File: src/design/tdc_ctrl_pkg.sv
/*
 holds the constants and carrier types of the reset, timer and flag control block.
 assumes a 50 MHz reference clock and a single AHB-Lite master.
*/
package tdc_ctrl_pkg;
	// clock and timing
	localparam int unsigned CLK_PERIOD_PS    = 20000;
	localparam int unsigned BLANK_MASTER_PS  = 40000;
	localparam int unsigned BLANK_PARTIAL_PS = 75000;
	localparam int unsigned BLANK_MASTER_CYC  = (BLANK_MASTER_PS + CLK_PERIOD_PS - 1) / CLK_PERIOD_PS;
	localparam int unsigned BLANK_PARTIAL_CYC = (BLANK_PARTIAL_PS + CLK_PERIOD_PS - 1) / CLK_PERIOD_PS;
	localparam int unsigned BLANK_W = 3;
	// register indices, byte address is four times the index
	localparam logic [3:0] IDX_TEST    = 4'h3;
	localparam logic [3:0] IDX_CTRL    = 4'h4;
	localparam logic [3:0] IDX_PINRST  = 4'h5;
	localparam logic [3:0] IDX_TIMER   = 4'h7;
	localparam logic [3:0] IDX_ERRMASK = 4'hB;
	localparam logic [3:0] IDX_IRQMASK = 4'hC;
	localparam logic [3:0] IDX_STATUS  = 4'hF;
	// test select register
	localparam int unsigned TEST_SEL = 0;
	// control register fields
	localparam int unsigned CTRL_MRST   = 0;
	localparam int unsigned CTRL_PRST   = 1;
	localparam int unsigned CTRL_TSTART = 2;
	localparam int unsigned CTRL_TSTOP  = 3;
	localparam int unsigned CTRL_QUIET  = 4;
	localparam int unsigned CTRL_SWTRIG = 5;
	localparam int unsigned CTRL_DEL    = 6;
	localparam int unsigned DEL_W       = 3;
	localparam logic [DEL_W-1:0] DEL_RESET = 3'h1;
	// pin reset register fields
	localparam int unsigned PIN_MTRIG = 0;
	localparam int unsigned PIN_MOEN  = 1;
	localparam int unsigned PIN_PTRIG = 2;
	localparam int unsigned PIN_POEN  = 3;
	localparam int unsigned PIN_OEN_USED = 4;
	// timer, mask and status fields
	localparam int unsigned TIMER_W = 13;
	localparam int unsigned IRQ_LSB = 13;
	localparam int unsigned IRQ_W   = 13;
	localparam int unsigned ERR_LSB = 16;
	localparam int unsigned ERR_W   = 11;
	localparam int unsigned ST_ACCEPT = 0;
	localparam int unsigned ST_TBUSY  = 1;
	localparam int unsigned ST_TDONE  = 2;
	localparam int unsigned ST_IRQ    = 3;
	localparam int unsigned ST_ERR    = 4;
	localparam int unsigned ST_PPR    = 16;
	// pulse-pair resolution in ps: base plus step per delay setting
	localparam logic [15:0] PPR_BASE_PS = 16'h1194;
	localparam logic [15:0] PPR_STEP_PS = 16'h03E8;

	// event sources from the measurement core
	typedef struct packed {
		logic [7:0] hit_full;
		logic [7:0] hit_empty;
		logic [1:0] iface_full;
		logic       pll_locked;
	} core_status_t;

	// AHB-Lite request and answer
	typedef struct packed {
		logic        hsel;
		logic [31:0] haddr;
		logic [1:0]  htrans;
		logic        hwrite;
		logic [2:0]  hsize;
		logic        hready;
		logic [31:0] hwdata;
	} ahb_req_t;

	typedef struct packed {
		logic        hreadyout;
		logic        hresp;
		logic [31:0] hrdata;
	} ahb_rsp_t;
endpackage

File: src/design/reset_timer_flag_control.sv
/*
 holds the reset paths, input blanking, interval timer, flag logic, test input mux
 and AHB-Lite register slave of the converter control block.
 assumes all inputs synchronous to clock_i and a single-master AHB-Lite bus.
*/
// How it works
// - power-up reset clears all configuration except delay setting which loads 1, loads master blanking and holds core and fifo resets high
// - software write issues master reset
// - partial reset keeps configuration and interface FIFOs
// - non-quiet: trigger pin high gives master reset
// - quiet: output enable low gives master reset
// - non-quiet: trigger pin high gives partial reset
// - quiet: output enable low gives partial reset
// - inputs blocked 40 ns after master reset
// - inputs blocked 75 ns after partial reset
// - timer period counted in reference clock cycles
// - timer started by start, stop or both
// - timer expiry raises interrupt when enabled
// - interrupt is OR of unmasked sources
// - interrupt sources: fifos full, pll, empty, timer
// - error is OR of unmasked fault sources
// - test select routes test inputs instead
// - delay setting selects pulse-pair resolution
// - quiet mode processes only on trigger
module reset_timer_flag_control
	import tdc_ctrl_pkg::*;
(
	// clock and reset
	input  wire logic                      clock_i,
	input  wire logic                      rstn_i,
	// register bus
	input  wire tdc_ctrl_pkg::ahb_req_t    ahb_i,
	output      tdc_ctrl_pkg::ahb_rsp_t    ahb_o,
	// pins and core status
	input  wire logic                      trigger_pin_i,
	input  wire logic                      output_enable_n_i,
	input  wire logic                      start_event_i,
	input  wire logic                      stop_event_i,
	input  wire tdc_ctrl_pkg::core_status_t core_i,
	input  wire logic [2:0]                meas_i,
	input  wire logic [2:0]                test_meas_i,
	// outputs to the core and pins
	output      logic [2:0]                meas_o,
	output      logic                      core_reset_o,
	output      logic                      fifo_reset_o,
	output      logic                      alu_trigger_o,
	output      logic [DEL_W-1:0]          delay_select_o,
	output      logic                      interrupt_flag_o,
	output      logic                      error_flag_o
);
	import tdc_ctrl_pkg::*;

	////////////////////////////////////////////////////////////////////////////
	// configuration and state
	logic                 test_sel;
	logic [3:1]           ctrl_keep;
	logic [DEL_W-1:0]     processing_delay_select;
	logic [4:0]           pinrst;
	logic [TIMER_W-1:0]   period;
	logic [ERR_W-1:0]     err_mask;
	logic [IRQ_W-1:0]     irq_mask;
	logic [BLANK_W-1:0]   blank_cnt;
	logic [TIMER_W-1:0]   timer_cnt;
	logic                 timer_busy;
	logic                 timer_done;
	logic                 trig_q;
	logic                 wr_pend;
	logic                 rd_pend;
	logic [3:0]           a_idx;
	logic                 a_ok;

	////////////////////////////////////////////////////////////////////////////
	// bus decode
	wire take      = ahb_i.hsel & ahb_i.htrans[1] & ahb_i.hready;
	wire addr_ok   = (ahb_i.haddr[31:6] == 26'h0) & (ahb_i.haddr[1:0] == 2'h0);
	wire wr_now    = wr_pend & a_ok;
	wire wr_test   = wr_now & (a_idx == IDX_TEST);
	wire wr_ctrl   = wr_now & (a_idx == IDX_CTRL);
	wire wr_pinrst = wr_now & (a_idx == IDX_PINRST);
	wire wr_timer  = wr_now & (a_idx == IDX_TIMER);
	wire wr_err    = wr_now & (a_idx == IDX_ERRMASK);
	wire wr_irq    = wr_now & (a_idx == IDX_IRQMASK);
	wire [31:0] wd = ahb_i.hwdata;

	// configuration views
	wire quiet       = ctrl_keep[3];
	wire timer_start = ctrl_keep[1];
	wire timer_stop  = ctrl_keep[2];
	wire master_reset_by_trigger_pin       = pinrst[PIN_MTRIG];
	wire master_reset_by_output_enable_pin = pinrst[PIN_MOEN];
	wire partial_reset_by_trigger_pin      = pinrst[PIN_PTRIG];
	wire partial_reset_by_output_enable_pin = pinrst[PIN_POEN];
	wire oen_free    = ~pinrst[PIN_OEN_USED];

	////////////////////////////////////////////////////////////////////////////
	// reset requests
	wire sw_mrst  = wr_ctrl & wd[CTRL_MRST];
	wire sw_prst  = wr_ctrl & wd[CTRL_PRST];
	wire sw_trig  = wr_ctrl & wd[CTRL_SWTRIG];
	wire oen_low  = quiet & oen_free & ~output_enable_n_i;
	wire pin_mrst = (~quiet & master_reset_by_trigger_pin & trigger_pin_i)
		| (master_reset_by_output_enable_pin & oen_low);
	wire pin_prst = (~quiet & partial_reset_by_trigger_pin & trigger_pin_i)
		| (partial_reset_by_output_enable_pin & oen_low);
	wire do_master = sw_mrst | pin_mrst;
	wire do_partial = (sw_prst | pin_prst) & ~do_master;
	wire rst_any   = do_master | do_partial;

	// event gating and timer start
	wire accepting  = (blank_cnt == '0);
	wire ev_start   = start_event_i & accepting;
	wire ev_stop    = stop_event_i & accepting;
	wire timer_kick = (timer_start & ev_start) | (timer_stop & ev_stop);
	wire expire     = timer_busy & ~timer_kick & (timer_cnt <= 13'h0001);

	// flag sources
	wire [IRQ_W-1:0] irq_src = {timer_done, &core_i.hit_empty, ~core_i.pll_locked,
		core_i.iface_full, core_i.hit_full};
	wire [ERR_W-1:0] err_src = {~core_i.pll_locked, core_i.iface_full, core_i.hit_full};
	wire next_irq = |(irq_src & irq_mask);
	wire next_err = |(err_src & err_mask);

	// post-processing start and resolution
	wire trig_rise = trigger_pin_i & ~trig_q;
	wire next_alu  = quiet ? (trig_rise | sw_trig) : (ev_start | ev_stop);
	wire [15:0] ppr_ps = PPR_BASE_PS + 16'(processing_delay_select) * PPR_STEP_PS;

	// read data
	wire [31:0] status = {ppr_ps, 11'h0, error_flag_o, interrupt_flag_o, timer_done, timer_busy, accepting};
	wire [31:0] rdata =
		!a_ok ? 32'h0000_0000 :
		(a_idx == IDX_TEST) ? {31'h0, test_sel} :
		(a_idx == IDX_CTRL) ? {23'h0, processing_delay_select, 1'b0, quiet, timer_stop, timer_start, 2'h0} :
		(a_idx == IDX_PINRST) ? {27'h0, pinrst} :
		(a_idx == IDX_TIMER) ? {19'h0, period} :
		(a_idx == IDX_ERRMASK) ? {5'h0, err_mask, 16'h0} :
		(a_idx == IDX_IRQMASK) ? {6'h0, irq_mask, 13'h0} :
		(a_idx == IDX_STATUS) ? status : 32'h0000_0000;

	////////////////////////////////////////////////////////////////////////////
	// bus slave: writes without wait, reads with one wait state
	always_ff @(posedge clock_i) begin
		if (!rstn_i) begin
			wr_pend <= 1'b0;
			rd_pend <= 1'b0;
			a_idx   <= 4'h0;
			a_ok    <= 1'b0;
			ahb_o   <= '{hreadyout: 1'b1, hresp: 1'b0, hrdata: 32'h0000_0000};
		end else begin
			wr_pend <= take & ahb_i.hwrite;
			rd_pend <= take & ~ahb_i.hwrite;
			if (take) begin
				a_idx <= ahb_i.haddr[5:2];
				a_ok  <= addr_ok;
			end
			ahb_o.hreadyout <= ~(take & ~ahb_i.hwrite);
			if (rd_pend)
				ahb_o.hrdata <= rdata;
		end
	end

	// configuration registers survive master and partial resets
	always_ff @(posedge clock_i) begin
		if (!rstn_i) begin
			test_sel <= 1'b0;
			ctrl_keep <= 3'h0;
			processing_delay_select <= DEL_RESET;
			pinrst <= 5'h00;
			period <= '0;
			err_mask <= '0;
			irq_mask <= '0;
		end else begin
			if (wr_test) test_sel <= wd[TEST_SEL];
			if (wr_ctrl) begin
				ctrl_keep <= {wd[CTRL_QUIET], wd[CTRL_TSTOP], wd[CTRL_TSTART]};
				processing_delay_select <= wd[CTRL_DEL +: DEL_W];
			end
			if (wr_pinrst) pinrst <= wd[4:0];
			if (wr_timer) period <= wd[TIMER_W-1:0];
			if (wr_err) err_mask <= wd[ERR_LSB +: ERR_W];
			if (wr_irq) irq_mask <= wd[IRQ_LSB +: IRQ_W];
		end
	end

	// input blanking after each kind of reset
	always_ff @(posedge clock_i) begin
		if (!rstn_i)
			blank_cnt <= BLANK_W'(BLANK_MASTER_CYC);
		else if (do_master)
			blank_cnt <= BLANK_W'(BLANK_MASTER_CYC);
		else if (do_partial)
			blank_cnt <= BLANK_W'(BLANK_PARTIAL_CYC);
		else if (!accepting)
			blank_cnt <= blank_cnt - 3'h1;
	end

	// interval timer, expiry sticks until restart or reset
	always_ff @(posedge clock_i) begin
		if (!rstn_i || rst_any) begin
			timer_cnt  <= '0;
			timer_busy <= 1'b0;
			timer_done <= 1'b0;
		end else begin
			if (timer_kick) begin
				timer_cnt  <= period;
				timer_busy <= 1'b1;
			end else if (timer_busy) begin
				timer_cnt  <= timer_cnt - 13'h0001;
				timer_busy <= ~expire;
			end
			timer_done <= expire | (timer_done & ~timer_kick);
		end
	end

	// outputs to the core and flags
	always_ff @(posedge clock_i) begin
		if (!rstn_i) begin
			trig_q <= 1'b0;
			meas_o <= 3'h0;
			core_reset_o <= 1'b1;
			fifo_reset_o <= 1'b1;
			alu_trigger_o <= 1'b0;
			delay_select_o <= DEL_RESET;
			interrupt_flag_o <= 1'b0;
			error_flag_o <= 1'b0;
		end else begin
			trig_q <= trigger_pin_i;
			meas_o <= test_sel ? test_meas_i : meas_i;
			core_reset_o <= rst_any;
			fifo_reset_o <= do_master;
			alu_trigger_o <= next_alu & ~rst_any;
			delay_select_o <= processing_delay_select;
			interrupt_flag_o <= next_irq;
			error_flag_o <= next_err;
		end
	end
endmodule

File: config.mk
export PLATFORM = sky130hd
export DESIGN_NAME = reset_timer_flag_control
export DESIGN_NICKNAME = d
export VERILOG_FILES = /design/src/design/tdc_ctrl_pkg.sv /design/src/design/reset_timer_flag_control.sv
export SDC_FILE = /design/constraint.sdc
export NUM_CORES = 1
export LEC_CHECK = 0
export ABC_AREA = 1
export BUFFER_PORTS_ARGS = -buffer_cell sky130_fd_sc_hd__buf_2
export CORE_AREA = 2 2 102 104
export DETAILED_ROUTE_END_ITERATION = 16
export DIE_AREA = 0 0 104 106
export GPL_TIMING_DRIVEN = 1
export PLACE_DENSITY_LB_ADDON = 0.25
export SKIP_CTS_REPAIR_TIMING = 1
export SLEW_MARGIN = 20
export SYNTH_ARGS = -nofsm -noshare
export SYNTH_HDL_FRONTEND = slang
export SYNTH_SLANG_ARGS = --single-unit
File: constraint.sdc
create_clock -name clock_i -period 5 [get_ports clock_i]
set_input_delay 0 -clock clock_i [delete_from_list [all_inputs] [get_ports clock_i]]
set_output_delay 0 -clock clock_i [all_outputs]
set_load 0.01 [all_outputs]
---- After elaboration in Yosys (flattened, before gate mapping) ----
Cells that the tools add are included.
storage, ports and cells
  bits in latches ......................... 0
  memories kept ........................... 0
  bits in read-only memories .............. 0
  register bits after elaboration ......... 119
  bits in writable memories ............... 0
  word-level logic and storage cells ...... 122
  output and inout bits ................... 45
  bits of input ports ..................... 103
operators by class
  multiplexer cells ....................... 16
  magnitude comparators ................... 1
  add/sub/neg operators ................... 3
  reductions and logical operators ........ 11
  eq/ne operators ......................... 8
  div/mod/pow operators ................... 0
  bitwise operators ....................... 56
  shift-type cells ........................ 0
  $mul .................................... 1
operator list
  operator                  number
  $mux W30                  8
  $and A1 B1 Y1             33
  $logic_not A26 Y1         1
  $mux W13                  2
  $add A13 B13 Y14 const A  1
  $and A13 B13 Y13          1
  $le A13 B1 Y1 const B     1
  $reduce_or A13 Y1         1
  $sub A13 B1 Y13 const B   1
  $eq A4 B3 Y1 const B      3
  $eq A4 B4 Y1 const B      3
  $not A1 Y1                12
  $and A11 B11 Y11          1
  $reduce_or A11 Y1         1
  $mul A3 B7 Y10 const B    1
  $mux W3                   3
  $or A1 B1 Y1              9
  $reduce_and A8 Y1         1
  $eq A4 B2 Y1 const B      1
  $logic_not A3 Y1          1
  $mux W1                   3
  $reduce_or A3 Y1          1
  $sub A3 B1 Y3 const B     1
  $logic_not A2 Y1          1
  other kinds (5)           5

---- Depth between registers and ports, before layout ----
  word-level depth ........................ 11
  depth in mapped cells ................... 16
  depth with buffers taken out ............ 16

---- Worst setup path after synthesis ----
Ideal clock, no wire load.
  path kind ............................... flip-flop to flip-flop
  start point ............................. register processing_delay_select[1]
  end point ............................... register ahb_o[28] (netlist bit)
  path slack .............................. 2191 ps
  arrival time ............................ 2677 ps
  period minus slack after synthesis ...... 2809 ps
  required time ........................... 4868 ps
  path buffers ............................ 0
  stages on the path, launching flop included .. 14
  library setup time ...................... 132 ps
  path through ............................ dfxtp_1 > inv_1 > fa_1 > fa_1 > inv_1 > fa_1 > nor2_1 > nand2_1 > nand2_1 > nor2_1 > nand2_1 > nand2_1 > nand3_1 > a21oi_1
between the ends
  cells in the longest elaborated chain, start to end .. 10
RTL lines
  element                 line                             source
  start, declared         reset_timer_flag_control.sv:57   logic [DEL_W-1:0] processing_delay_select;
  start signal, assigned  reset_timer_flag_control.sv:176  processing_delay_select <= wd[CTRL_DEL +: DEL_W];
  $mul A3 B7 Y10          reset_timer_flag_control.sv:126  wire [15:0] ppr_ps = PPR_BASE_PS + 16'(processing_delay_select) * PPR_STEP_PS;
  $add A13 B13 Y14        reset_timer_flag_control.sv:126
  $mux W30                reset_timer_flag_control.sv:138  (a_idx == IDX_STATUS) ? status : 32'h0000_0000;
  $mux W30                reset_timer_flag_control.sv:137  (a_idx == IDX_IRQMASK) ? {6'h0, irq_mask, 13'h0} :
  $mux W30                reset_timer_flag_control.sv:136  (a_idx == IDX_ERRMASK) ? {5'h0, err_mask, 16'h0} :
  $mux W30                reset_timer_flag_control.sv:135  (a_idx == IDX_TIMER) ? {19'h0, period} :
  $mux W30                reset_timer_flag_control.sv:134  (a_idx == IDX_PINRST) ? {27'h0, pinrst} :
  $mux W30                reset_timer_flag_control.sv:133  (a_idx == IDX_CTRL) ? {23'h0, processing_delay_select, 1'b0, quiet, timer_stop, timer_start, 2'h0} :
  $mux W30                reset_timer_flag_control.sv:132  (a_idx == IDX_TEST) ? {31'h0, test_sel} :
  $mux W30                reset_timer_flag_control.sv:131  !a_ok ? 32'h0000_0000 :
  end signal, assigned    reset_timer_flag_control.sv:148  ahb_o <= '{hreadyout: 1'b1, hresp: 1'b0, hrdata: 32'h0000_0000};
  end, declared           reset_timer_flag_control.sv:33   output tdc_ctrl_pkg::ahb_rsp_t ahb_o,
No other way between the ends.
A chain may end at the register's enable or synchronous reset.

---- Worst setup path after layout ----
Ends and elaborated chain as after synthesis.

==> results.md <==
- Yosys Warn Count: 0
- Area grow syn2layout: 34.5%
- Top FF cell, synth: dfxtp_1
- Crit path DAT: roughly 3.6 ns
- Most numerous cell in the Yosys netlist: nand2_1
- Detailed Place HPWL: around 12000 um
- Seq/Total Area, Yosys: 42.1%
- Critical path class: flip-flop to flip-flop
- Max incr delay on CP: about 0.60 ns
- Post-Synth XOR/XNOR Area: less than 1%
- DR DRC count: 0
- CTS Buf Count: 17
- DRT Pass-1 Iters: 6
- Clock Sinks: about 120
- Setup tns final: 0 ns
- Area fraction in compound gates after synthesis: between 15 and 20%
- Peak VDD IR: 241 uV
- Die Y: around 110 um
- Final ANT Viol Nets: 0
- Design area: between 7000 and 8000 sq um
- Post-synth EDFFs: 0
- Clock power frac: around 56%
- Skew final: between 0.008 and 0.009 ns
- Nets: ~1100
- Slowest cell on crit path: fa_1
- Layout cells sized above 1: a little under a fifth
- Area of the core: ~10000 sq um
- Simple-gate portion of the synthesized area: 23.4%
- # diodes: 0
- Fin. max-slew vios: 0
- Post-synth top area cell: dfxtp_1
- Min-delay worst type: input port to flip-flop
- Flops & latches, synth: 117
- DR iter-0 viols: between 400 and 500
- Largest family of logic cells by synthesized area: simple AND/OR/NAND/NOR gates
- Initial core utilization: between 50% and 60%
- Final WL: roughly 17000 um
- Final setup viols: 0
- Fillers: ~790
- Vias in the first global route: approximately 5600
- CTS tree: yes
- Worst Setup End Kind: flip-flop
- Tmin final: between 3 and 4 ns
- H-tree Lvls: 4
- Crit path max-delay family: adder cells
- Worst r2r path cells: 13
- Routability Congestion: slightly above 0.9
- Synth Area in Adders: under 10%
- Longest Clk Path Bufs: 2
- Relative slew slack: a little over a third
- Post-synth top cells: nand2_1, dfxtp_1, a21oi_1
- Max FO, Critical Path: 8
- Overall routing resource usage: a little under a third
- Clock transition at the registers of the reported paths: ~0.060 ns
- Post-synth top area share: between 40% and 50%
- Mapped Cells: about 770
- Area contributors post-synth: dfxtp_1, nand2_1, a21oi_1, inv_1, o21ai_0
- P_sw: 527 uW
- CP Launch Type: flip-flop
- Synth cell types: 42
- Critical path depth: 13
- Routed len/inst: 16.0 um
- Final worst-path cycle share: between 60% and 70%
- Worst-skew pair later-pin latency: 0.52 ns
- Antenna violations before repair: 0
- Crit-path most repeated cell: nand2_1
- Worst-path cell chain: inv_1 > fa_1 > fa_1 > inv_1 > fa_1 > nor2_1 > nand2_1 > nand2_1 > nor2_1 > nand2_1 > nand2_1 > nand3_1 > a21oi_1
- I/O Pins: 148
- Mean number of vias per cell: between 5 and 6
- Synthesized area per cell: 7.26 sq um
- Port Buffers: between 100 and 150
- Leakage: 0.00326 uW
- CP bufs+invs: 2
- Layout Utilization: 74.8%
- Placement Rows: 37
- Root buf cell: clkbuf_8
- Logic gate share of total power: under 10%
- Routed vias: a little over 6000
- Required @ worst endpoint: about 5.4 ns
- Global route overflow: 0
- Worst slew pin tran: approximately 0.97 ns
- RSZ-0062 raised after global routing: false
- Fin. Hold Viols: 0
- DP Area: ~6300 sq um
- Hold Path Stages: 3
- Int Power: between 1500 and 2000 uW
- Power Density: between 300 and 400 nW/um^2
- Mapped cell area: ~5600 sq um
- Max-Cap Viols: 0
- First-pass GRT wire length: about 27000 um
- Status: finished clean
- Sequential share of power: a little under two fifths
- DIE AREA: between 10000 and 15000 sq um
- Largest net degree at the start of global routing: 52
- Async SR Flop Fraction: 0%
- Die W: approximately 100 um
- Post-synthesis mux area share: 0%
- Fmax: between 0.3 and 0.4 GHz
- Switch share: 21.2%
-- kinds of logic (layout without fill, tap and decap cells) --
family | count (synthesis) | after routing
other | 1 | 3
and+or+nand+nor | 300 | 300
DFF | 117 | 117
xor gates and xnor gates | 5 | 5
AOI/OAI and AO/OA | 199 | 199
adders and majority gates | 19 | 19
buffers and inverters | 125 | 316
-- cell usage in the layout, fill, tap and decap left out, types with 8 or more instances in the layout --
cell,netlist,routed
clkbuf_16,0,16
nand2_1,165,165
dfxtp_1,117,117
nor4_1,8,8
ha_1,14,14
inv_1,89,89
buf_2,6,135
nand3_1,45,45
dlygate4sd3_1,0,52
a21oi_1,103,103
o21ai_0,60,60
a22oi_1,11,11
nor2_1,53,53
nand4_1,9,9
-- registers in the layout, summed over array words and instances, names as in the netlist, 3 cells and up --
signal                   cells
a_idx                        4
meas_o                       3
period                      13
irq_mask                    13
pinrst                       5
processing_delay_select      3
ahb_o                       31
delay_select_o               3
ctrl_keep                    3
timer_cnt                   13
blank_cnt                    3
err_mask                    11
-- area by class of cell --
class / instances / area (sq um) / area share, %
Clock buffer: 20 / 455 / 6.09
Inverter: 96 / 365 / 4.88
Sequential cell: 117 / 2340 / 31.3
Timing Repair Buffer: 188 / 1200 / 16.1
Clock inverter: 12 / 224 / 2.99
Tap cell: 136 / 170 / 2.27
Multi-Input combinational cell: 526 / 2720 / 36.4
-- layer usage --
metal / up-vias / GRT usage [%] / part of all wire [%] / routed length [um]
li1: 2891 / - / - / -
met1: 2781 / 38.1 / 40 / 7040
met2: 324 / 51.5 / 49 / 8610
met4: 0 / 9.75 / 2.3 / 405
met5: - / 0 / 0 / 0
met3: 46 / 7.36 / 8.2 / 1430
-- worst reg2reg max path: stages (launching register included) --
cell,delay (ns)
dfxtp_1,0.48
inv_1,0.24
fa_1,0.60
fa_1,0.45
inv_1,0.12
fa_1,0.45
nor2_1,0.22
nand2_1,0.13
nand2_1,0.11
nor2_1,0.05
nand2_1,0.07
nand2_1,0.04
nand3_1,0.05
a21oi_1,0.06
-- power groups by stage --
stage               registers (uW)  clock network, uW  logic [uW]
finish                         950               1390         148
global route                   951               1450         163
CTS                            950               1390         116
detailed placement             970                  0         114
global placement               969                  0         111
floorplan                      970                  0        56.4
-- through the flow --
step           hold WS, ns  total power, uW  std cells  setup slack, ns
3_5_place_dp         0.202             1080       1011             1.82
4_1_cts             -0.338             2460       1043             1.79
5_1_grt             0.0401             2560       1095             1.55
2_1_floorplan       0.0883             1030        768             2.19
3_3_place_gp         0.201             1080       1011             1.92
6_report            0.0258             2490       1095             1.78
-- final timing paths --
check	startpoint	to	slack (ns)
setup / recovery	processing_delay_select[1]	ahb_o[28]	1.78
hold / removal	ahb_i[38]	a_idx[3]	0.03
setup reg to reg	processing_delay_select[1]	ahb_o[28]	1.78
hold reg to reg	ahb_o[29]	ahb_o[29]	0.46
No activity file was read; power rests on OpenSTA's default activity.
